--- src/fsal_pkg.sv ---
/*
 * Package for the fault status, alert and log block: command codes,
 * status bit positions, reset values, log geometry and carrier structs.
 * Assumes one clock domain; the host command port is a plain strobed port.
 */
package fsal_pkg;

    // ==========================================================
    // command port addresses (plain register port, word wide)
    localparam logic [7:0] ADDR_STATUS_BYTE  = 8'h00;
    localparam logic [7:0] ADDR_STATUS_WORD  = 8'h01;
    localparam logic [7:0] ADDR_CAT_BASE     = 8'h10; // +ch*4+cat: per-category status
    localparam logic [7:0] ADDR_MASK_BASE    = 8'h20; // +ch*4+cat: per-category alert mask
    localparam logic [7:0] ADDR_COMMON       = 8'h30;
    localparam logic [7:0] ADDR_PINS         = 8'h31;
    localparam logic [7:0] ADDR_LINE_MAP     = 8'h32; // [7:0] ch0, [15:8] ch1
    localparam logic [7:0] ADDR_LINE_RESP    = 8'h33;
    localparam logic [7:0] ADDR_CONTROL      = 8'h34; // [1:0] channel on commands
    localparam logic [7:0] ADDR_COMMAND      = 8'h35; // write: one-shot commands
    localparam logic [7:0] ADDR_LOG_COUNT    = 8'h36; // read: block byte count
    localparam logic [7:0] ADDR_LOG_DATA     = 8'h37; // read: next log byte
    localparam logic [7:0] ADDR_LOG_STATE    = 8'h38;
    localparam logic [7:0] ADDR_RECORD_IN    = 8'h39; // write: telemetry byte into log

    // one-shot command bits written to ADDR_COMMAND
    localparam int CMD_CLEAR_FAULTS = 0;
    localparam int CMD_RESTORE_ALL  = 1;
    localparam int CMD_RESTART      = 2;
    localparam int CMD_LOG_ERASE    = 3;
    localparam int CMD_ARA_DONE     = 4;
    localparam int CMD_UNSAFE       = 5;
    localparam int CMD_NVM_VALID    = 6;
    localparam int CMD_NVM_PARTIAL  = 7;

    // status byte / word bit positions
    localparam int SB_NONE_ABOVE = 0;
    localparam int SB_BUSY       = 7;
    localparam int SW_VOUT_BIT   = 15;
    localparam int SW_IOUT_BIT   = 14;
    localparam int SW_INPUT_BIT  = 13;
    localparam int SW_MFR_BIT    = 12;
    localparam int VOUT_OV_BIT   = 7;
    localparam int MFR_LOG_BIT   = 3;  // valid log in mfr category
    localparam int PIN_SLAVE_LO  = 14; // pin status [15:14] slave config

    // fault line responses
    localparam logic [7:0] RESP_SHUTDOWN = 8'hC0;
    localparam logic [7:0] RESP_LATCH    = 8'h80;
    localparam logic [7:0] RESP_RETRY    = 8'h40;

    // reset values
    localparam logic [7:0]  MASK_RESET    = 8'h00;
    localparam logic [15:0] MAP_RESET     = 16'h0000;
    localparam logic [7:0]  RESP_RESET    = 8'h00;

    // log geometry
    localparam int LOG_LEN      = 147;
    localparam int HDR_LEN      = 27;
    localparam int REC_LEN      = 20;
    localparam int RAM_RECS     = 6;
    localparam int NVM_RECS     = 4;

    // temperature thresholds, degrees C
    localparam int TEMP_HIGH_C = 130;
    localparam int TEMP_LOW_C  = 125;

    // timing
    localparam int CLK_MHZ        = 25;
    localparam int RETRY_MS       = 120;
    localparam int RETRY_CYCLES   = RETRY_MS * 1000 * CLK_MHZ;

    typedef enum logic [3:0] {
        FSAL_LOG_RUN    = 4'b0001,
        FSAL_LOG_FROZEN = 4'b0010,
        FSAL_LOG_COPY   = 4'b0100,
        FSAL_LOG_HELD   = 4'b1000
    } fsal_log_state_t;

    typedef struct packed {
        logic [7:0] vout;
        logic [7:0] iout;
        logic [7:0] input_c;
        logic [7:0] mfr;
    } fsal_cat_t;

    typedef struct packed {
        logic       wr;
        logic       rd;
        logic [7:0] addr;
        logic [15:0] wdata;
    } fsal_bus_t;

endpackage : fsal_pkg

--- src/fsal_top.sv ---
/*
 * Fault status aggregation, alert masking, fault-line propagation and
 * telemetry log control for a two-channel controller.
 * Assumes: fault events arrive as one-cycle pulses from local logic,
 * fault lines and the link clock come from outside and are synchronised.
 */
// Decided for this implementation: the register offsets and the plain strobed port.
`timescale 1ns/1ps

module fsal_top #(
    parameter int RETRY_COUNT = fsal_pkg::RETRY_CYCLES
) (
    input  wire logic             clock_i,
    input  wire logic             reset_i,
    input  wire logic             wr_i,
    input  wire logic             rd_i,
    input  wire logic [7:0]       addr_i,
    input  wire logic [15:0]      wdata_i,
    output logic [15:0]           rdata_o,
    input  wire logic [2*32-1:0]  fault_event_i,   // per channel cat events
    input  wire logic [1:0]       fault_active_i,  // fault condition still present
    input  wire logic [1:0]       ch_enabled_i,
    input  wire logic [8:0]       die_temp_i,
    input  wire logic             link_clk_i,       // sampled only
    input  wire logic [1:0]       fault_line_i,
    output logic [1:0]            fault_line_o,
    output logic [1:0]            fault_line_oe_n_o,
    output logic                  alert_n_o,
    output logic [1:0]            ch_shutdown_o,
    output logic [1:0]            soft_start_o,
    output logic                  nvm_copy_o
);
    // ==========================================================
    // elaboration checks
    if (RETRY_COUNT < 1) begin : g_chk
        $error("retry count must be positive");
    end

    // ==========================================================
    // input synchronisers
    logic [1:0] line_s1, line_s2, clk_s1, clk_s2, clk_s3;
    always_ff @(posedge clock_i) begin
        line_s1 <= fault_line_i;
        line_s2 <= line_s1;
        clk_s1  <= {1'b0, link_clk_i};
        clk_s2  <= clk_s1;
        clk_s3  <= clk_s2;
    end
    wire link_rise = clk_s2[0] & ~clk_s3[0]; // edge of the serial clock

    // ==========================================================
    // bus decode
    fsal_pkg::fsal_bus_t bus;
    assign bus = '{wr: wr_i, rd: rd_i, addr: addr_i, wdata: wdata_i};
    wire cmd_wr = bus.wr && bus.addr == fsal_pkg::ADDR_COMMAND;
    wire clear_all = cmd_wr && (bus.wdata[fsal_pkg::CMD_CLEAR_FAULTS]
        || bus.wdata[fsal_pkg::CMD_RESTORE_ALL] || bus.wdata[fsal_pkg::CMD_RESTART]);
    wire clear_faults = cmd_wr && bus.wdata[fsal_pkg::CMD_CLEAR_FAULTS];
    // acknowledge counts only once the address goes out on a link edge
    logic ara_pend;
    always_ff @(posedge clock_i) begin
        if (reset_i)
            ara_pend <= 1'b0;
        else if (cmd_wr && bus.wdata[fsal_pkg::CMD_ARA_DONE])
            ara_pend <= 1'b1;
        else if (link_rise)
            ara_pend <= 1'b0;
    end
    wire ara_done = ara_pend & link_rise;

    // ==========================================================
    // channel on/off tracking
    logic [1:0] ctrl_on, on_prev;
    always_ff @(posedge clock_i) begin
        if (reset_i) begin
            ctrl_on <= 2'b00;
            on_prev <= 2'b00;
        end else begin
            if (bus.wr && bus.addr == fsal_pkg::ADDR_CONTROL)
                ctrl_on <= bus.wdata[1:0];
            on_prev <= ctrl_on;
        end
    end
    wire [1:0] ch_cycled = ctrl_on & ~on_prev; // off then on

    // ==========================================================
    // per-category status and mask, set wins over clear
    fsal_pkg::fsal_cat_t status [2];
    fsal_pkg::fsal_cat_t mask [2];
    logic [15:0] pin_status, common_status;
    logic busy, valid_set;
    genvar gc;
    for (gc = 0; gc < 2; gc++) begin : g_ch
        wire slave = |pin_status[fsal_pkg::PIN_SLAVE_LO+1:fsal_pkg::PIN_SLAVE_LO];
        wire [31:0] ev_raw = fault_event_i[gc*32 +: 32];
        // slave channels only report the error amp fault as overvoltage
        wire [31:0] ev = slave ? {ev_raw[31:24] & 8'h80, ev_raw[23:0]} : ev_raw;
        wire [7:0] wsel = bus.addr - fsal_pkg::ADDR_CAT_BASE - 8'(gc*4);
        wire hit = bus.wr && (wsel < 8'h04);
        wire [7:0] msel = bus.addr - fsal_pkg::ADDR_MASK_BASE - 8'(gc*4);
        always_ff @(posedge clock_i) begin
            if (reset_i) begin
                status[gc] <= '0;
                mask[gc]   <= '{default: fsal_pkg::MASK_RESET};
            end else begin
                for (int k = 0; k < 4; k++) begin
                    logic [7:0] cur, clr;
                    cur = status[gc][31-8*k -: 8];
                    clr = (hit && wsel == 8'(k)) ? bus.wdata[7:0] : 8'h00;
                    if (clear_all || ch_cycled[gc])
                        cur = 8'h00;
                    status[gc][31-8*k -: 8] <= (cur & ~clr) | ev[31-8*k -: 8];
                    if (bus.wr && msel == 8'(k))
                        mask[gc][31-8*k -: 8] <= bus.wdata[7:0];
                end
                if (gc == 0 && valid_set)
                    status[gc].mfr[fsal_pkg::MFR_LOG_BIT] <= 1'b1;
            end
        end
    end

    // busy bit: unsafe command while any channel runs
    always_ff @(posedge clock_i) begin
        if (reset_i)
            busy <= 1'b0;
        else if (cmd_wr && bus.wdata[fsal_pkg::CMD_UNSAFE] && |ch_enabled_i)
            busy <= 1'b1;
        else if (clear_all || (bus.wr && bus.addr == fsal_pkg::ADDR_STATUS_BYTE
                 && bus.wdata[fsal_pkg::SB_BUSY]))
            busy <= 1'b0;
    end

    // pin and common status: never feed the alert; pin status [15:14] selects the slave event filter
    always_ff @(posedge clock_i) begin
        if (reset_i) begin
            pin_status    <= 16'h0000;
            common_status <= 16'h0000;
        end else begin
            if (bus.wr && bus.addr == fsal_pkg::ADDR_PINS)
                pin_status <= bus.wdata;
            common_status <= {12'h000, busy, 1'b0, ch_enabled_i};
        end
    end

    // ==========================================================
    // summary word and alert
    logic [15:0] status_word;
    logic [3:0]  sum_unmasked;
    always_comb begin
        status_word  = 16'h0000;
        sum_unmasked = 4'h0;
        for (int c = 0; c < 2; c++) begin
            for (int k = 0; k < 4; k++) begin
                status_word[15-k] = status_word[15-k] | (|status[c][31-8*k -: 8]);
                // an all-masked category still raises its summary bit but cannot raise the alert
                sum_unmasked[k] = sum_unmasked[k]
                    | (|(status[c][31-8*k -: 8] & ~mask[c][31-8*k -: 8]));
            end
        end
        status_word[fsal_pkg::SB_BUSY] = busy;
        status_word[fsal_pkg::SB_NONE_ABOVE] = |status_word[15:12];
    end
    wire alert_cause = |sum_unmasked | busy;

    logic alert_latch;
    always_ff @(posedge clock_i) begin
        if (reset_i)
            alert_latch <= 1'b0;
        else if (alert_cause && !alert_latch)
            alert_latch <= 1'b1;
        else if (!alert_cause || ara_done)
            alert_latch <= 1'b0;
    end
    always_ff @(posedge clock_i) begin
        if (reset_i)
            alert_n_o <= 1'b1;
        else
            alert_n_o <= ~(alert_latch & ~ara_done);
    end

    // ==========================================================
    // fault lines
    logic [15:0] line_map;
    logic [7:0]  line_resp;
    logic [1:0]  line_hold;
    logic [$clog2(fsal_pkg::RETRY_CYCLES+1)+1:0] retry_cnt [2];
    always_ff @(posedge clock_i) begin
        if (reset_i) begin
            line_map  <= fsal_pkg::MAP_RESET;
            line_resp <= fsal_pkg::RESP_RESET;
        end else if (bus.wr && bus.addr == fsal_pkg::ADDR_LINE_MAP)
            line_map <= bus.wdata;
        else if (bus.wr && bus.addr == fsal_pkg::ADDR_LINE_RESP)
            line_resp <= bus.wdata[7:0];
    end
    wire [1:0] mapped = {|({status[1].vout[7:4], status[1].iout[7:4]} & line_map[15:8]),
                         |({status[0].vout[7:4], status[0].iout[7:4]} & line_map[7:0])};
    always_ff @(posedge clock_i) begin
        if (reset_i) begin
            line_hold    <= 2'b00;
            retry_cnt    <= '{default: '0};
            soft_start_o <= 2'b00;
        end else begin
            soft_start_o <= 2'b00;
            for (int c = 0; c < 2; c++) begin
                if (mapped[c] && !line_hold[c]) begin
                    line_hold[c] <= 1'b1;
                    retry_cnt[c] <= '0;
                end else if (line_hold[c]) begin
                    if (line_resp == fsal_pkg::RESP_RETRY) begin
                        if (retry_cnt[c] < RETRY_COUNT)
                            retry_cnt[c] <= retry_cnt[c] + 1'b1;
                        else if (!fault_active_i[c]) begin
                            line_hold[c] <= 1'b0;
                            soft_start_o <= 2'b11;
                        end
                    end else if (!mapped[c])
                        line_hold[c] <= 1'b0;
                end
            end
        end
    end
    always_ff @(posedge clock_i) begin
        if (reset_i) begin
            fault_line_o      <= 2'b00;
            fault_line_oe_n_o <= 2'b11;
            ch_shutdown_o     <= 2'b00;
        end else begin
            fault_line_o      <= 2'b00;
            fault_line_oe_n_o <= ~line_hold;
            // synchronised line read directly, no filter
            ch_shutdown_o <= (line_resp == fsal_pkg::RESP_SHUTDOWN && ~&line_s2)
                             ? 2'b11 : 2'b00;
        end
    end

    // ==========================================================
    // telemetry log
    logic [7:0] log_ram [fsal_pkg::LOG_LEN];
    logic [7:0] wr_ptr, rd_ptr;
    fsal_pkg::fsal_log_state_t log_state;
    logic log_exists, log_block, partial;
    // only internal category events trigger; line faults never reach here
    wire trig = |(fault_event_i & {2{32'hF0F0_0000}}) & |ch_enabled_i;
    wire hot  = die_temp_i > 9'(fsal_pkg::TEMP_HIGH_C);
    wire cool = die_temp_i < 9'(fsal_pkg::TEMP_LOW_C);
    logic hot_hold;
    always_ff @(posedge clock_i) begin
        if (reset_i) hot_hold <= 1'b0;
        else if (hot) hot_hold <= 1'b1;
        else if (cool) hot_hold <= 1'b0;
    end
    always_ff @(posedge clock_i) begin
        if (reset_i) begin
            log_state  <= fsal_pkg::FSAL_LOG_RUN;
            log_exists <= 1'b0;
            log_block  <= 1'b0;
            partial    <= 1'b0;
            valid_set  <= 1'b0;
            nvm_copy_o <= 1'b0;
            wr_ptr     <= 8'(fsal_pkg::HDR_LEN);
        end else begin
            valid_set  <= 1'b0;
            nvm_copy_o <= 1'b0;
            if (cmd_wr && bus.wdata[fsal_pkg::CMD_NVM_VALID]) begin
                log_exists <= 1'b1;
                log_block  <= 1'b1;
                valid_set  <= 1'b1;
                partial    <= bus.wdata[fsal_pkg::CMD_NVM_PARTIAL];
                log_state  <= fsal_pkg::FSAL_LOG_HELD;
            end else if (clear_faults && !partial) begin
                log_block <= 1'b0;
                log_state <= fsal_pkg::FSAL_LOG_RUN;
            end else if (cmd_wr && bus.wdata[fsal_pkg::CMD_LOG_ERASE]) begin
                log_exists <= 1'b0;
                partial    <= 1'b0;
                log_block  <= 1'b0;
                log_state  <= fsal_pkg::FSAL_LOG_RUN;
            end else case (log_state)
                fsal_pkg::FSAL_LOG_RUN: begin
                    if (trig && !log_block) begin
                        log_exists <= 1'b1;
                        log_state  <= fsal_pkg::FSAL_LOG_FROZEN;
                    end else if (bus.wr && bus.addr == fsal_pkg::ADDR_RECORD_IN) begin
                        // records wrap over six slots after the header
                        wr_ptr <= (wr_ptr == 8'(fsal_pkg::LOG_LEN - 1))
                                  ? 8'(fsal_pkg::HDR_LEN) : wr_ptr + 8'h01;
                    end
                end
                fsal_pkg::FSAL_LOG_FROZEN:
                    if (!hot_hold) log_state <= fsal_pkg::FSAL_LOG_COPY;
                fsal_pkg::FSAL_LOG_COPY: begin
                    nvm_copy_o <= 1'b1;
                    log_block  <= 1'b1;
                    log_state  <= fsal_pkg::FSAL_LOG_HELD;
                end
                fsal_pkg::FSAL_LOG_HELD: ;
                default: log_state <= fsal_pkg::FSAL_LOG_RUN;
            endcase
        end
    end
    always_ff @(posedge clock_i) begin
        if (log_state == fsal_pkg::FSAL_LOG_RUN && bus.wr
            && bus.addr == fsal_pkg::ADDR_RECORD_IN)
            log_ram[wr_ptr] <= bus.wdata[7:0];
    end

    // ==========================================================
    // read mux, data one cycle after strobe
    always_ff @(posedge clock_i) begin
        if (reset_i) begin
            rdata_o <= 16'h0000;
            rd_ptr  <= 8'h00;
        end else begin
            rdata_o <= 16'h0000;
            if (bus.rd) begin
                case (bus.addr)
                    fsal_pkg::ADDR_STATUS_BYTE: rdata_o <= {8'h00, status_word[7:0]};
                    fsal_pkg::ADDR_STATUS_WORD: rdata_o <= status_word;
                    fsal_pkg::ADDR_COMMON:      rdata_o <= common_status;
                    fsal_pkg::ADDR_PINS:        rdata_o <= pin_status;
                    fsal_pkg::ADDR_LINE_MAP:    rdata_o <= line_map;
                    fsal_pkg::ADDR_LINE_RESP:   rdata_o <= {8'h00, line_resp};
                    fsal_pkg::ADDR_LOG_STATE:   rdata_o <= {10'h000, partial,
                                                    log_exists, log_state};
                    fsal_pkg::ADDR_LOG_COUNT: begin
                        rd_ptr  <= 8'h00;
                        rdata_o <= (log_exists && log_state != fsal_pkg::FSAL_LOG_RUN)
                            ? 16'(fsal_pkg::LOG_LEN) : 16'h0000;
                    end
                    fsal_pkg::ADDR_LOG_DATA: begin
                        rdata_o <= {8'h00, log_ram[rd_ptr]};
                        rd_ptr  <= (rd_ptr == 8'(fsal_pkg::LOG_LEN - 1))
                                   ? 8'h00 : rd_ptr + 8'h01;
                    end
                    default: begin
                        if (bus.addr[7:4] == 4'h1)
                            rdata_o <= {8'h00, status[bus.addr[2]][31-8*bus.addr[1:0] -: 8]};
                        else if (bus.addr[7:4] == 4'h2)
                            rdata_o <= {8'h00, mask[bus.addr[2]][31-8*bus.addr[1:0] -: 8]};
                    end
                endcase
            end
        end
    end

endmodule : fsal_top

--- config.mk ---
export PLATFORM = sky130hd
export DESIGN_NAME = fsal_top
export DESIGN_NICKNAME = d
export VERILOG_FILES = /design/src/fsal_pkg.sv /design/src/fsal_top.sv
export SDC_FILE = /design/constraint.sdc
export NUM_CORES = 2
export LEC_CHECK = 0
export BUFFER_PORTS_ARGS = -buffer_cell sky130_fd_sc_hd__buf_2
export CAP_MARGIN = 20
export CORE_MARGIN = 8
export CORE_UTILIZATION = 61
export DETAILED_ROUTE_END_ITERATION = 7
export GPL_TIMING_DRIVEN = 0
export MAX_ROUTING_LAYER = met4
export PLACE_DENSITY = 0.78
export SLEW_MARGIN = 40
export SYNTH_ARGS = -nofsm -noshare
export SYNTH_HDL_FRONTEND = slang
export SYNTH_SLANG_ARGS = --single-unit
--- constraint.sdc ---
create_clock -name clock_i -period 5.31 [get_ports clock_i]
set_input_delay 0.531 -clock clock_i [delete_from_list [all_inputs] [get_ports clock_i]]
set_output_delay 0.531 -clock clock_i [all_outputs]
set_load 0.02 [all_outputs]
==> out/metrics.yaml <==
status:
  outcome: "completed"
sta:
  report.final.hold_viol_count: 0
  setup_slack_ns: 0.0765
  unrepaired_setup_endpoints_after_global_routing: "false"
  totalNegativeSetupSlack_ns: 0
  fmax_mhz: 191
  timing_max_transition_violations_final: 0
  headroom_to_the_max_slew_limit_pct: 33.6
  fin_crit_ns: 5.23
  worstMarginPinSlew_ns: 0.996
  layout_worst_path_cycle_share_pct: 98.6
  final_count_of_negative_setup_slack_endpoints: 0
  fin_worst_skew_ns: 0.0428
yosys:
  synth_seq_area_share_pct: 70.2
  syn_inst: 3608
  ys_seq_elements: 1466
  synthesis.area_um2: 59500
  ys.warnings.count: 0
  yosys.area.top_type_share_pct: 62.6
  synth_cell_types: 83
  ys.flop_type: "edfxtp_1"
  yosysTopAreaCell: "edfxtp_1"
  syn_avg_cell_area_um2: 16.5
  synth-edff-count: 1240
  async_flop_share_pct: 0
  synth_area_leaders: "edfxtp_1 (63%), mux4_2 (13%), dfxtp_1 (7.6%)"
cts:
  path_clk_slew_ns: 0.06
  worstSkewPairLatency_ns: 0.81
  cts_buffer_depth: 3
  htree_num_levels: 4
  clock_tree.root_cell: "clkbuf_16"
  numClockSinks: 1466
  cts_made_buffers: 144
  tritoncts: "done"
  cts_post_setup_buffers_inserted: 0
power:
  ir_worst_vdd_v: 0.000478
  power_density_nw_per_um2: 351
  p_leak_nw: 21.1
drt:
  drt_iter0_drc: 7317
  routed_via_density: 7.25
  num_vias: 38700
  drt_pre_antenna_iters: 7
  routed_wire_length_per_instance_um: 36.3
  final_wl_um: 194000
  route.detailed.drc: 0
  antenna_violating_nets_post_route: 0
hold_path:
  hold_path.startpoint: "fault_event_i[0]"
  worst_hold_path.num_cells: 3
  hold_class: "input pin to register"
global_route:
  grt_antenna_before_repair: 5
  grt_overflow_total: 0
  global_route.usage.met2_pct: 53.1
  global_route.usage.total_pct: 36.3
  grt-busiest-layer: "met2"
  first_global_vias: 37000
  first_pass_grt_wire_length_um: 269000
  use_met1_pct: 45.4
  grt_use_met3_pct: 11.5
  grt_max_degree: 96
floorplanning:
  die_area_um2: 108000
  core-area_um2: 96700
  starting_density_of_the_core_pct: 61.5
  fp.dieH_um: 328
  io_pins: 134
  fp-row-count: 114
  fp.dieW_um: 328
critical_path:
  critical_path.top_delay_family: "buffers and inverters"
  number_of_stages_on_the_worst_setup_path: 10
  startpoint_type_of_the_worst_setup_path: "register"
  critPathRequiredTime_ns: 5.96
  critical_path.n_buffers_inverters: 5
  criticalPathCategory: "register to register"
  crit_path_top_delay_cell: "buf_2"
  worst_path_cell_chain: "buf_2 > buf_2 > buf_2 > buf_2 > buf_2 > mux2i_1 > a21oi_1 > o21ai_0 > nand4_1 > a22o_1"
  timing.critical_path.arrival_ns: 5.89
  slowest_delay_ns: 0.64
  critical_path.max_fanout: 10
  path_common_cell: "buf_2"
  worst_r2r_path_depth: 10
  cp-end-kind: "register"
finish:
  nNetsFinal: 4066
  post_route_cells_drive_above_1_share_pct: 22.5
  most_common_cell_after_layout_fill_and_taps_aside: "edfxtp_1"
  nFillCells: 5977
  layout.cells.most_common_list: "edfxtp_1 (1240), mux4_2 (336), nor2_1 (240)"
  synthToLayoutAreaGrowth_pct: 13.6
  layout.cell_area.non_filler_um2: 67600
place:
  global_placer_s_final_weighted_congestion: 1.02
  dpl_cell_area_um2: 62300
  dp_slack_ns: 0.558
  hpwl_um: 124000
  port_buffers: 130
run:
  timing.max_cap.violations: 0
-- final cells by class --
type | instances | area (um2) | share of cell area (%)
multi-input combinational | 1839 | 16700 | 24.7
inverter | 92 | 345 | 0.511
timing repair buffer | 186 | 1420 | 2.10
buffer | 212 | 1030 | 1.52
antenna | 5 | 12.5 | 0.0185
tap | 1276 | 1600 | 2.36
clock buffer | 180 | 3830 | 5.67
clock inverter | 82 | 913 | 1.35
sequential | 1466 | 41800 | 61.8
-- cell families after synthesis --
logic type	count (synthesis)	share of synthesized area, %
other cells	1	0.00630
mux	443	14.5
flops	1466	70.2
buf+inv	304	2.27
xor+xnor	41	0.604
compound gates	431	4.86
fa+ha+maj	17	0.357
simple gates	905	7.18
-- power breakdown --
group | switching (mW) | internal, mW | total, mW
Clock | 4.58 | 5.82 | 10.4
Sequential | 0.110 | 12.5 | 12.6
Combinational | 0.462 | 0.220 | 0.683
Total | 5.15 | 18.6 | 23.7
-- cell usage after synthesis, types with 7 or more instances --
cell	number
edfxtp_1	1240
mux4_2	336
nor2_1	322
nand2_1	241
dfxtp_1	226
clkbuf_1	126
a21oi_1	107
mux2i_1	99
inv_1	90
nand4_1	65
and2_1	64
a31oi_1	58
nand3_1	53
o22ai_1	49
o21ai_0	47
buf_2	36
xnor2_1	34
a22oi_1	29
nor4_1	29
buf_4	28
nor2b_1	24
nor3_1	24
and3_1	21
a211oi_1	20
ha_1	17
a221oi_1	15
a32oi_1	15
a2111oi_0	14
buf_1	14
nand3b_1	14
or3_1	13
o221ai_1	9
a21boi_0	8
buf_6	8
mux2_2	8
a222oi_1	7
xor2_1	7
-- repair_timing --
item                      in CTS  in global routing
resized for setup              0                  0
hold endpoints to repair      41                  0
hold buffers                  41                  0
-- registers in the layout (all words and copies together) (netlist names), 3 cells and up, named ones only --
| signal | cells |
|---|---|
| wr_ptr | 8 |
| line_map | 16 |
| log_state | 4 |
| line_resp | 8 |
| rdata_o | 16 |
| pin_status | 16 |
| status | 64 |
| log_ram | 1176 |
| mask | 64 |
| common_status | 3 |
| rd_ptr | 8 |
| retry_cnt | 48 |
-- layer usage --
layer | share of wire [%] | vias to the layer above
met5 | 0 | -
met4 | 6.9 | 0
met3 | 15 | 816
met2 | 45 | 3706
met1 | 34 | 19300
li1 | - | 14900
-- worst paths after layout --
kind	to	slack [ns]
worst min-delay path	status[0][0]	0.01
worst max register to register	rdata_o[6]	0.08
worst min register to register	line_s2[1]	0.33
worst max-delay path	rdata_o[6]	0.08
-- worst min-delay path, cell delays in order --
cell,delay (ns)
buf_2,0.10
a31oi_1,0.04
nor2_1,0.07
-- stage by stage --
step                hold slack (ns)  instances  total power [mW]  util [%]
CTS                        0.000980       5333              23.6      69.7
detailed placement            0.312       5030              13.5      64.4
floorplan                     0.310       3609              13.1         -
finish                       0.0147       5338              23.7      69.9
global placement              0.312       5015              13.5      63.9
global route                0.00829       5335              24.1      69.9
(Power assumes the default switching activity.)
